===== src/hw/dtc_map.vh =====
/*
  Register map and constants of the dual timer/counter.
  Assumes inclusion by the timer design file only.
*/
`ifndef DTC_MAP_VH
`define DTC_MAP_VH

`define DTC_ADDR_W 12
`define DTC_OFS_CTRL 12'h000
`define DTC_OFS_CTRL2 12'h004
`define DTC_OFS_MODE 12'h008
`define DTC_OFS_T0_LOW 12'h00C
`define DTC_OFS_T0_HIGH 12'h010
`define DTC_OFS_T1_LOW 12'h014
`define DTC_OFS_T1_HIGH 12'h018

`define DTC_CTRL_T1_FLAG 7
`define DTC_CTRL_T1_RUN 6
`define DTC_CTRL_T0_FLAG 5
`define DTC_CTRL_T0_RUN 4
`define DTC_CTRL2_T1_TOG 5
`define DTC_CTRL2_T1_FULL 4
`define DTC_CTRL2_T0_TOG 1
`define DTC_CTRL2_T0_FULL 0
`define DTC_CTRL2_MASK 8'h33
`define DTC_MODE_GATE 3
`define DTC_MODE_CNT 2

`define DTC_M_RELOAD16 2'b00
`define DTC_M_PLAIN16 2'b01
`define DTC_M_RELOAD8 2'b10
`define DTC_M_SPLIT 2'b11

`define DTC_PRESCALE_DIV 4'hB
`define DTC_RESET_BYTE 8'h00

`endif


===== src/hw/dtc_timer.v =====
/*
  Two 16-bit timer/counters with four modes, APB register slave.
  Assumes count and gate inputs are synchronous to sys_clk_i, and a
  32-bit APB master on the same clock.
*/
// How it works
// - Two-bit field picks one of four modes
// - Mode 0 stopped: low write loads reload and count
// - Mode 0 counts up, overflow reloads and flags
// - Mode 0 running: writes change reload only
// - Mode 0 high byte buffered until low-byte write
// - Later high byte waits for next low write
// - Mode 1 plain 16-bit counter sets flag
// - Counter select counts external falling edges
// - Gate needs run and gate pin high
// - Setting run keeps the held count
// - Mode 2 low counts, high reloads
// - Prescale picks full or divide-by-12 clock
// - Toggle enable flips pin on overflow
// - Split low byte uses timer 0 controls
// - Split high byte uses timer 1 run/flag
// - Timer 1 runs but never flags in split
// - Timer 1 in split: clock only, no gate
// - Timer 1 stopped by its mode 3
// - Control register flags and run bits
// - Mode register gate, select, mode per timer
// - Second control: toggle and prescale bits
`include "dtc_map.vh"
`timescale 1ns/10ps
`default_nettype none

module dtc_timer (
  // Clock and reset
  input wire sys_clk_i,
  input wire resetn_i,
  // APB slave
  input wire psel_i,
  input wire penable_i,
  input wire pwrite_i,
  input wire [11:0] paddr_i,
  input wire [31:0] pwdata_i,
  input wire [3:0] pstrb_i,
  output reg [31:0] prdata_o,
  output reg pready_o,
  output reg pslverr_o,
  // Pins
  input wire [1:0] count_pin_i,
  input wire [1:0] gate_input_pin_i,
  output reg [1:0] timer_out_o,
  output reg [1:0] overflow_flag_o
);

  reg [7:0] ctrl_q;
  reg [7:0] ctrl2_q;
  reg [7:0] mode_q;
  reg [7:0] tl_q [0:1];
  reg [7:0] th_q [0:1];
  reg [7:0] rl_lo_q [0:1];
  reg [7:0] rl_hi_q [0:1];
  reg [7:0] hbuf_q [0:1];
  reg [1:0] cnt_s1_q, cnt_s2_q, cnt_s3_q;
  reg [1:0] gate_s1_q, gate_s2_q;
  reg [3:0] pre_q;
  reg [1:0] ovf_tog;
  wire pre_tick = (pre_q == `DTC_PRESCALE_DIV);

  // One wait state; pready only on the second access-phase cycle
  wire acc = psel_i & penable_i & ~pready_o;
  wire wr = acc & pwrite_i & pstrb_i[0];
  wire hit = (paddr_i == `DTC_OFS_CTRL) | (paddr_i == `DTC_OFS_CTRL2) | (paddr_i == `DTC_OFS_MODE) |
             (paddr_i == `DTC_OFS_T0_LOW) | (paddr_i == `DTC_OFS_T0_HIGH) |
             (paddr_i == `DTC_OFS_T1_LOW) | (paddr_i == `DTC_OFS_T1_HIGH);
  wire split = (mode_q[1:0] == `DTC_M_SPLIT);

  // Flag set events from both timers
  reg [1:0] flag_set;

  always @(posedge sys_clk_i or negedge resetn_i) begin
    if (!resetn_i) begin
      pready_o <= 1'b0;
      pslverr_o <= 1'b0;
      prdata_o <= 32'h0000_0000;
    end else begin
      pready_o <= acc;
      pslverr_o <= acc & ~hit;
      prdata_o <= 32'h0000_0000;
      if (acc & ~pwrite_i) begin
        case (paddr_i)
          `DTC_OFS_CTRL: prdata_o <= {24'h00_0000, ctrl_q[7:4], 4'h0};
          `DTC_OFS_CTRL2: prdata_o <= {24'h00_0000, ctrl2_q};
          `DTC_OFS_MODE: prdata_o <= {24'h00_0000, mode_q};
          `DTC_OFS_T0_LOW: prdata_o <= {24'h00_0000, tl_q[0]};
          `DTC_OFS_T0_HIGH: prdata_o <= {24'h00_0000, th_q[0]};
          `DTC_OFS_T1_LOW: prdata_o <= {24'h00_0000, tl_q[1]};
          `DTC_OFS_T1_HIGH: prdata_o <= {24'h00_0000, th_q[1]};
          default: prdata_o <= 32'h0000_0000;
        endcase
      end
    end
  end

  // Synchronisers; stage 1 feeds only stage 2
  always @(posedge sys_clk_i or negedge resetn_i) begin
    if (!resetn_i) begin
      cnt_s1_q <= 2'b00;
      cnt_s2_q <= 2'b00;
      cnt_s3_q <= 2'b00;
      gate_s1_q <= 2'b00;
      gate_s2_q <= 2'b00;
      pre_q <= 4'h0;
    end else begin
      cnt_s1_q <= count_pin_i;
      cnt_s2_q <= cnt_s1_q;
      cnt_s3_q <= cnt_s2_q;
      gate_s1_q <= gate_input_pin_i;
      gate_s2_q <= gate_s1_q;
      pre_q <= pre_tick ? 4'h0 : pre_q + 4'h1;
    end
  end

  // Per-timer count enables
  reg [1:0] inc;
  reg inc_hi0;
  integer k;
  always @* begin
    inc_hi0 = 1'b0;
    for (k = 0; k < 2; k = k + 1) begin
      if (mode_q[4*k+`DTC_MODE_CNT] && !(k == 1 && split)) begin
        inc[k] = cnt_s3_q[k] & ~cnt_s2_q[k];
      end else begin
        inc[k] = ctrl2_q[4*k] | pre_tick;
      end
      if (k == 1 && split) begin
        inc[k] = inc[k] & (mode_q[5:4] != `DTC_M_SPLIT);
      end else begin
        inc[k] = inc[k] & ctrl_q[`DTC_CTRL_T0_RUN + 2*k] &
                 (~mode_q[4*k+`DTC_MODE_GATE] | gate_s2_q[k]);
        if (k == 1 && mode_q[5:4] == `DTC_M_SPLIT) begin
          inc[k] = 1'b0;
        end
      end
    end
    inc_hi0 = split & ctrl_q[`DTC_CTRL_T1_RUN] & (ctrl2_q[0] | pre_tick);
  end

  genvar g;
  generate
    for (g = 0; g < 2; g = g + 1) begin : g_tmr
      wire [1:0] md = mode_q[4*g+1:4*g];
      wire wlo = wr & (paddr_i == (g ? `DTC_OFS_T1_LOW : `DTC_OFS_T0_LOW));
      wire whi = wr & (paddr_i == (g ? `DTC_OFS_T1_HIGH : `DTC_OFS_T0_HIGH));
      wire run = (g == 1 && split) ? (md != `DTC_M_SPLIT) : ctrl_q[`DTC_CTRL_T0_RUN + 2*g];
      wire [15:0] cnt = {th_q[g], tl_q[g]};
      wire hi_split = (g == 0) && split;
      reg ovf;
      always @* begin
        case (md)
          `DTC_M_RELOAD16, `DTC_M_PLAIN16: ovf = inc[g] & (cnt == 16'hFFFF);
          `DTC_M_RELOAD8: ovf = inc[g] & (tl_q[g] == 8'hFF);
          `DTC_M_SPLIT: ovf = inc[g] & (g == 0) & (tl_q[g] == 8'hFF);
          default: ovf = 1'b0;
        endcase
        ovf_tog[g] = ovf | (hi_split & inc_hi0 & (th_q[0] == 8'hFF));
      end
      always @(posedge sys_clk_i or negedge resetn_i) begin
        if (!resetn_i) begin
          tl_q[g] <= `DTC_RESET_BYTE;
          th_q[g] <= `DTC_RESET_BYTE;
          rl_lo_q[g] <= `DTC_RESET_BYTE;
          rl_hi_q[g] <= `DTC_RESET_BYTE;
          hbuf_q[g] <= `DTC_RESET_BYTE;
          timer_out_o[g] <= 1'b0;
        end else begin
          if (ovf_tog[g] & ctrl2_q[4*g+1]) begin
            timer_out_o[g] <= ~timer_out_o[g];
          end
          if (md == `DTC_M_RELOAD16) begin
            if (ovf) begin
              tl_q[g] <= rl_lo_q[g];
              th_q[g] <= rl_hi_q[g];
            end else if (inc[g]) begin
              {th_q[g], tl_q[g]} <= cnt + 16'h0001;
            end
            if (whi) begin
              hbuf_q[g] <= pwdata_i[7:0];
            end
            if (wlo) begin
              rl_lo_q[g] <= pwdata_i[7:0];
              rl_hi_q[g] <= hbuf_q[g];
              if (!run) begin
                tl_q[g] <= pwdata_i[7:0];
                th_q[g] <= hbuf_q[g];
              end
            end
          end else begin
            if (wlo) begin
              tl_q[g] <= pwdata_i[7:0];
            end else if (ovf && md == `DTC_M_RELOAD8) begin
              tl_q[g] <= th_q[g];
            end else if (inc[g] && md == `DTC_M_PLAIN16) begin
              tl_q[g] <= tl_q[g] + 8'h01;
            end else if (inc[g]) begin
              tl_q[g] <= tl_q[g] + 8'h01;
            end
            if (whi) begin
              th_q[g] <= pwdata_i[7:0];
            end else if (inc[g] && md == `DTC_M_PLAIN16 && tl_q[g] == 8'hFF) begin
              th_q[g] <= th_q[g] + 8'h01;
            end else if (hi_split && inc_hi0) begin
              th_q[g] <= th_q[g] + 8'h01;
            end
          end
        end
      end
      always @* begin
        if (g == 1) begin
          flag_set[g] = split ? (inc_hi0 & (th_q[0] == 8'hFF)) : ovf;
        end else begin
          flag_set[g] = ovf;
        end
      end
    end
  endgenerate

  // Control registers; hardware set beats software clear
  wire wctl = wr & (paddr_i == `DTC_OFS_CTRL);
  always @(posedge sys_clk_i or negedge resetn_i) begin
    if (!resetn_i) begin
      ctrl_q <= 8'h00;
      ctrl2_q <= 8'h00;
      mode_q <= 8'h00;
      overflow_flag_o <= 2'b00;
    end else begin
      if (wctl) begin
        ctrl_q <= {pwdata_i[7:4], 4'h0};
      end
      if (flag_set[0]) begin
        ctrl_q[`DTC_CTRL_T0_FLAG] <= 1'b1;
      end
      if (flag_set[1]) begin
        ctrl_q[`DTC_CTRL_T1_FLAG] <= 1'b1;
      end
      overflow_flag_o[0] <= flag_set[0] | (wctl ? pwdata_i[5] : ctrl_q[5]);
      overflow_flag_o[1] <= flag_set[1] | (wctl ? pwdata_i[7] : ctrl_q[7]);
      if (wr && paddr_i == `DTC_OFS_CTRL2) begin
        ctrl2_q <= pwdata_i[7:0] & `DTC_CTRL2_MASK;
      end
      if (wr && paddr_i == `DTC_OFS_MODE) begin
        mode_q <= pwdata_i[7:0];
      end
    end
  end

endmodule
`default_nettype wire


===== config.mk =====
export PLATFORM = sky130hd
export DESIGN_NAME = dtc_timer
export DESIGN_NICKNAME = d
export VERILOG_FILES = /design/src/hw/dtc_timer.v
export VERILOG_INCLUDE_DIRS = /design/src /design/src/hw
export SDC_FILE = /design/constraint.sdc
export NUM_CORES = 1
export LEC_CHECK = 0
export ABC_AREA = 1
export BUFFER_PORTS_ARGS = -buffer_cell sky130_fd_sc_hd__buf_4
export CAP_MARGIN = 25
export CORE_MARGIN = 2
export CORE_UTILIZATION = 50
export DETAILED_ROUTE_END_ITERATION = 16
export PLACE_DENSITY = 0.66
export SETUP_SLACK_MARGIN = 0.05
export SKIP_CTS_REPAIR_TIMING = 1
export SLEW_MARGIN = 25
export SYNTH_ARGS = -nofsm -noshare
export SYNTH_HDL_FRONTEND = slang
export SYNTH_SLANG_ARGS = --single-unit

===== constraint.sdc =====
create_clock -name sys_clk_i -period 3.75 [get_ports sys_clk_i]
set_input_delay 0 -clock sys_clk_i [delete_from_list [all_inputs] [get_ports sys_clk_i]]
set_output_delay 0 -clock sys_clk_i [all_outputs]
set_load 0.02 [all_outputs]

### Yosys cells after proc, flatten, opt, wreduce, memory -nomap -nowiden

Cells that the tools add are included.

* bitwise gates (word level): 51
* $add $sub $neg: 7
* reductions and logical operators: 27
* equality and inequality tests: 19
* muxes and demuxes: 49

Operators with widths (count)
* 2-to-1 mux 8 bit: 34
* one-hot mux 8 bit (7 select lines): 1
* equality test 12 x 5 -> 1 bit (second input constant): 3
* adder 16 x 1 -> 16 bit (second input constant): 2
* adder 8 x 1 -> 8 bit (second input constant): 4
* equality test 16 bit (second input constant): 2
* 2-to-1 mux 32 bit: 1
* AND 1 bit: 29
* equality test 12 x 4 -> 1 bit (second input constant): 2
* equality test 8 bit (second input constant): 3
* bitwise OR 1 bit: 13
* equality test 12 x 3 -> 1 bit (second input constant): 1
* zero test 12 bit: 1
* logical AND 1 bit: 10
* 2-to-1 mux 1 bit: 10
* nonzero test 5 bit: 2
* NOT 1 bit: 9
* equality test 2 bit (second input constant): 4
* AND reduction 2 bit: 4
* OR reduction 2 bit: 3
* adder 4 x 1 -> 4 bit (second input constant): 1
* equality test 2 x 1 -> 1 bit (second input constant): 2
* equality test 4 bit (second input constant): 1
* zero test 2 bit: 2
* other kinds (8): 9

* register bits: 148

### Logic depth before layout (Yosys ltp)

* word-level depth: 14
* gate-level depth with buffers: 15
* depth with buffers taken out: 14

### Worst setup path before layout

OpenSTA, ideal clock, no wires.

* path kind: register -> register
* start point: reg pready_o
* end point: reg tl_q (netlist bit g_tmr[1].cnt[5])
* setup slack: 1.920 ns
* cell stages (with the launch flop): 13
* data required time: 3.633 ns
* arrival time: 1.713 ns
* clock period less this slack: 1.830 ns
* path through: dfrtp_1 nand3b_4 nor2_2 inv_2 nor2_8 nand2_4 clkinv_2 buf_6 nand2_1 nand3_1 nand2_1 nand2_1 nand2_1

* word-level cells in the longest chain between the ends: 7
* elaborated cells between the ends (all ways): 9
* those cells by class: mux (3); bitwise (5); reduce/logical (1)

RTL lines
* from (decl): RTL line dtc_timer.v:44 `output reg pready_o,`
* from (signal assigned): RTL line dtc_timer.v:80 `pready_o <= 1'b0;`
* from (signal assigned): RTL line dtc_timer.v:84 `pready_o <= acc;`
* NOT 1 bit (*): RTL line dtc_timer.v:68 `wire acc = psel_i & penable_i & ~pready_o;`
* AND 1 bit (*): RTL line dtc_timer.v:68
* AND 1 bit (*) (2 in a row): RTL line dtc_timer.v:69 `wire wr = acc & pwrite_i & pstrb_i[0];`
* AND 1 bit (*): RTL line dtc_timer.v:150 `` wire wlo = wr & (paddr_i == (g ? `DTC_OFS_T1_LOW : `DTC_OFS_T0_LOW)); ``
* 2-to-1 mux 8 bit, on equally long branches: RTL line dtc_timer.v:196, dtc_timer.v:187
* 2-to-1 mux 8 bit: RTL line dtc_timer.v:177 `` if (md == `DTC_M_RELOAD16) begin ``
* to (signal, indexed assignment): RTL line dtc_timer.v:179 `tl_q[g] <= rl_lo_q[g];`
* to (signal, indexed assignment): RTL line dtc_timer.v:197 `tl_q[g] <= pwdata_i[7:0];`
* to (signal, indexed assignment): RTL line dtc_timer.v:199 `tl_q[g] <= th_q[g];`
* to (decl): RTL line dtc_timer.v:56 `reg [7:0] tl_q [0:1];`

Every way passes the cells marked *; elsewhere a longest branch is shown, timed or not.
A chain may end at the register's enable or synchronous reset.

### Worst setup path after layout

* start point: reg th_q (netlist bit g_tmr[0].cnt[8])
* end point: reg tl_q (netlist bit g_tmr[0].cnt[7])

* word-level cells in the longest chain between the ends: 7
* elaborated cells between the ends (all ways): 11
* those cells by class: eq/ne (1); mux (7); bitwise (1); reduce/logical (2)

RTL lines
* from (decl): RTL line dtc_timer.v:57 `reg [7:0] th_q [0:1];`
* from (signal, indexed assignment): RTL line dtc_timer.v:168 `` th_q[g] <= `DTC_RESET_BYTE; ``
* from (signal, indexed assignment): RTL line dtc_timer.v:180 `th_q[g] <= rl_hi_q[g];`
* from (signal, indexed assignment): RTL line dtc_timer.v:182 `{th_q[g], tl_q[g]} <= cnt + 16'h0001;`
* equality test 16 bit (*): RTL line dtc_timer.v:158 `` `DTC_M_RELOAD16, `DTC_M_PLAIN16: ovf = inc[g] & (cnt == 16'hFFFF); ``
* AND 1 bit (*): RTL line dtc_timer.v:158
* one-hot mux 1 bit (2 select lines) (*): RTL line dtc_timer.v:157 `case (md)`
* 2-to-1 mux 8 bit or logical AND 1 bit (tied branches)
* 2-to-1 mux 8 bit, on equally long branches: RTL line dtc_timer.v:190, dtc_timer.v:198
* 2-to-1 mux 8 bit, on equally long branches: RTL line dtc_timer.v:187, dtc_timer.v:196
* 2-to-1 mux 8 bit: RTL line dtc_timer.v:177
* to (signal, indexed assignment): RTL line dtc_timer.v:179
* to (signal, indexed assignment): RTL line dtc_timer.v:182
* to (signal, indexed assignment): RTL line dtc_timer.v:191 `tl_q[g] <= pwdata_i[7:0];`

Marked as above.

==> out/qor.txt <==
syn_area_per_cell - 6.94 um2
placed insts - 1382
setup TNS - 0 ns
routed vias/inst - 5.55
Slew headroom - 49.5%
hold path depth - 7
# fillers - 1560
Synth Cell Area - 0.00797 mm2
DIE HEIGHT - 130 um
crit path DAT - 2.89 ns
Pwr Total - 3330 uW
Critical Path End - g_tmr[0].cnt[7]
die area - 0.0170 mm2
Clock Path Buffers - 2
Root Driver - clkbuf_16
Sink Count - 124
grt total ovfl - 0
H-tree depth - 4
Worst Path Required - 4.10 ns
DR pass1 iterations - 6
Slew Viols, Final - 0
Worst Setup End Kind - flop
RR Endpoint - g_tmr[0].cnt[7]
crit path cell chain - ha_1 > nand2_1 > inv_1 > nand4_1 > nand2_1 > nand2_2 > inv_2 > nand2_1 > nand3_1 > o21ai_1 > nor2_1
PwrDens - 367 mW/mm2
final wirelength - 24900 um
Tot GR Track Use - 30.3%
Ant. Diodes - 0
vias in the first global route - 7024
Max VDD drop - 0.349 mV
Pleak - 0.00474 uW
pin count of the biggest net entering global routing - 59
clock latency on the worst-skew pair - 0.43 ns
pre-CTS WS - 1.22 ns
detailed router's first-iteration violation count - 906
hpwl dp - 17500 um
worst-path fanout max - 12
Crit path max-delay family - simple AND/OR/NAND/NOR gates
core area - 0.0157 mm2
fin crit share - 67.7%
Synth area leaders - dfrtp_1 (39%), nand2_1 (16%), o21ai_0 (6.8%)
Initial Util - 50.7%
CTS tree - yes
multi-input logic area - 0.00405 mm2
skew final - 0.0133 ns
R2R depth - 11
CP Class - flop to flop
Worst setup SP type - flop
Final min period - 2.54 ns
status - complete, no violations
total area of sequential cells - 0.00310 mm2
count of state elements after synthesis - 124
Fmax - 394 MHz
area leader, netlist - dfrtp_1
Worst path max stage delay - 0.56 ns
io pins - 95
worst slew pin tran - 0.758 ns
final worst slack - 1.21 ns
global-route wire length before repair - 38600 um
warnings from Yosys - 0
Unique masters post-synth - 43
Avg WL per Cell - 17.4 um
vias - 7947
row count - 46
reg2reg setup slack - 1.21 ns
Worst path depth - 11
routability cong. - 0.940
P&R area growth vs syn - 14.0%
Die X - 130 um
Reg-to-Reg Start - g_tmr[0].cnt[8]
Yosys top cell area share - 38.9%
clock-pin transition on the worst setup and hold timing paths - 0.06 ns
Num CTS Buffers - 17
number of max-cap violations - 0
hold crit path type - input port to flop
IO buf count - 43
Fin. Hold Viols - 0
Routed Antenna Nets - 0
post-synthesis instance total - 1148
layout cell share with drive strength beyond 1 - 10.3%
initial antenna violation count - 1
# setup viols final - 0
sequential-to-total area share from yosys stat - 38.9%
worst path bufs/invs - 2
RSZ-0062 raised after global routing - no
NumNets Final - 1264
cell mode on critical path - nand2_1
Non-Filler Instances - 1431
DRC Markers - 0
Worst Setup SP - g_tmr[0].cnt[8]
CP max-delay cell - dfrtp_1
-- worst min-delay path, delay by kind of cell --
kind,cells,cell delay (ns)
simple gates,4,0.31
buf+inv,3,0.20
-- area by class of cell --
| type | instances | share of cell area [%] |
|---|---|---|
| clock inverters | 10 | 1.01 |
| multi-input cells | 848 | 44.6 |
| repair buffers | 66 | 5.98 |
| flip-flops and latches | 124 | 34.2 |
| clock buffers | 22 | 5.22 |
| inverters | 145 | 6.06 |
| well taps | 216 | 2.98 |
-- worst min path at each step --
stage / startpoint / end / slack [ns]
after floorplan: resetn_i / cnt_s1_q[0] / -0.30
after global placement: gate_input_pin_i[0] / gate_s1_q[0] / 0.11
after detailed placement: count_pin_i[0] / cnt_s1_q[0] / 0.11
after CTS: resetn_i / pre_q[3] / -0.33
after global routing: paddr_i[2] / pslverr_o / 0.19
final: paddr_i[1] / pslverr_o / 0.13
-- logic make-up (layout without fill, tap and decap cells) --
logic type               after synthesis  count (layout)  share of synthesized area, %
AND/OR/NAND/NOR                      575             575                          31.4
AO/OA/AOI/OAI                        221             221                          15.0
buffers and inverters                199             243                          11.3
flip-flops                           124             124                          38.9
XOR/XNOR                              23              23                          2.53
adder cells (fa/ha/maj)                5               5                         0.785
other                                  1              24                        0.0471
-- cell usage in the layout, fill, tap and decap left out, drive strengths merged, types with 8 or more instances in the layout --
master,n
a21oi,71
o21ai,113
clkinv,9
o211ai,12
inv,140
buf,50
conb,24
nand3,102
dlygate4sd3,16
nor3,8
dfrtp,124
nand2,344
o22ai,11
xor2,20
clkbuf,22
nor2,107
-- synthesized netlist by cell type --
library cell	instances
clkbuf_2	1
nor2_2	6
buf_4	28
nor4_1	1
xor2_1	20
a211oi_1	3
inv_2	8
clkinv_1	4
nand3b_4	1
nand3_1	97
nor3_2	1
a21oi_1	68
xnor2_1	3
nand3b_1	3
buf_2	10
nand4_1	7
ha_1	5
nand2_1	336
o211ai_1	12
nand2_4	3
nand3_4	1
clkbuf_1	11
o21a_1	1
or2_2	2
nor2_1	93
clkinv_2	1
o21ai_1	4
inv_1	130
a21oi_2	3
inv_4	2
nor2_8	1
nor3_1	7
buf_6	4
nand3_2	4
nor2_4	7
o21ai_0	109
conb_1	1
o22ai_1	11
o31ai_1	1
nand2_2	5
o221ai_1	3
dfrtp_1	124
a31oi_1	6
-- state kept, by name (all words and copies together), names as in the netlist, 4 cells and up --
signal / flops
mode_q: 8
g_tmr.cnt: 32
pre_q: 4
prdata_o: 8
rl_lo_q: 16
ctrl2_q: 4
ctrl_q: 4
hbuf_q: 16
rl_hi_q: 16
-- through the flow --
step,util [%],area [um2],hold WS [ns]
3_5_place_dp,53.1,8340,0.111
6_report,57.8,9080,0.125
5_1_grt,57.8,9080,0.193
4_1_cts,56.7,8910,-0.331
2_1_floorplan,-,8060,-0.296
3_3_place_gp,53.1,8340,0.110
-- layer usage --
layer  wire [um]  track usage [%]  vias to the layer above
met4         677             10.9                        0
met5           0                0                        -
li1            -                -                     3766
met1       11000             43.2                     3723
met2       10800             45.3                      409
met3        2400             6.60                       49
-- power breakdown --
group          total (uW)  switching [uW]  internal [uW]
Clock                1590             627            960
Combinational         345             237            108
Sequential           1400            37.6           1360
Note: power is estimated with default switching activity, not from simulation.
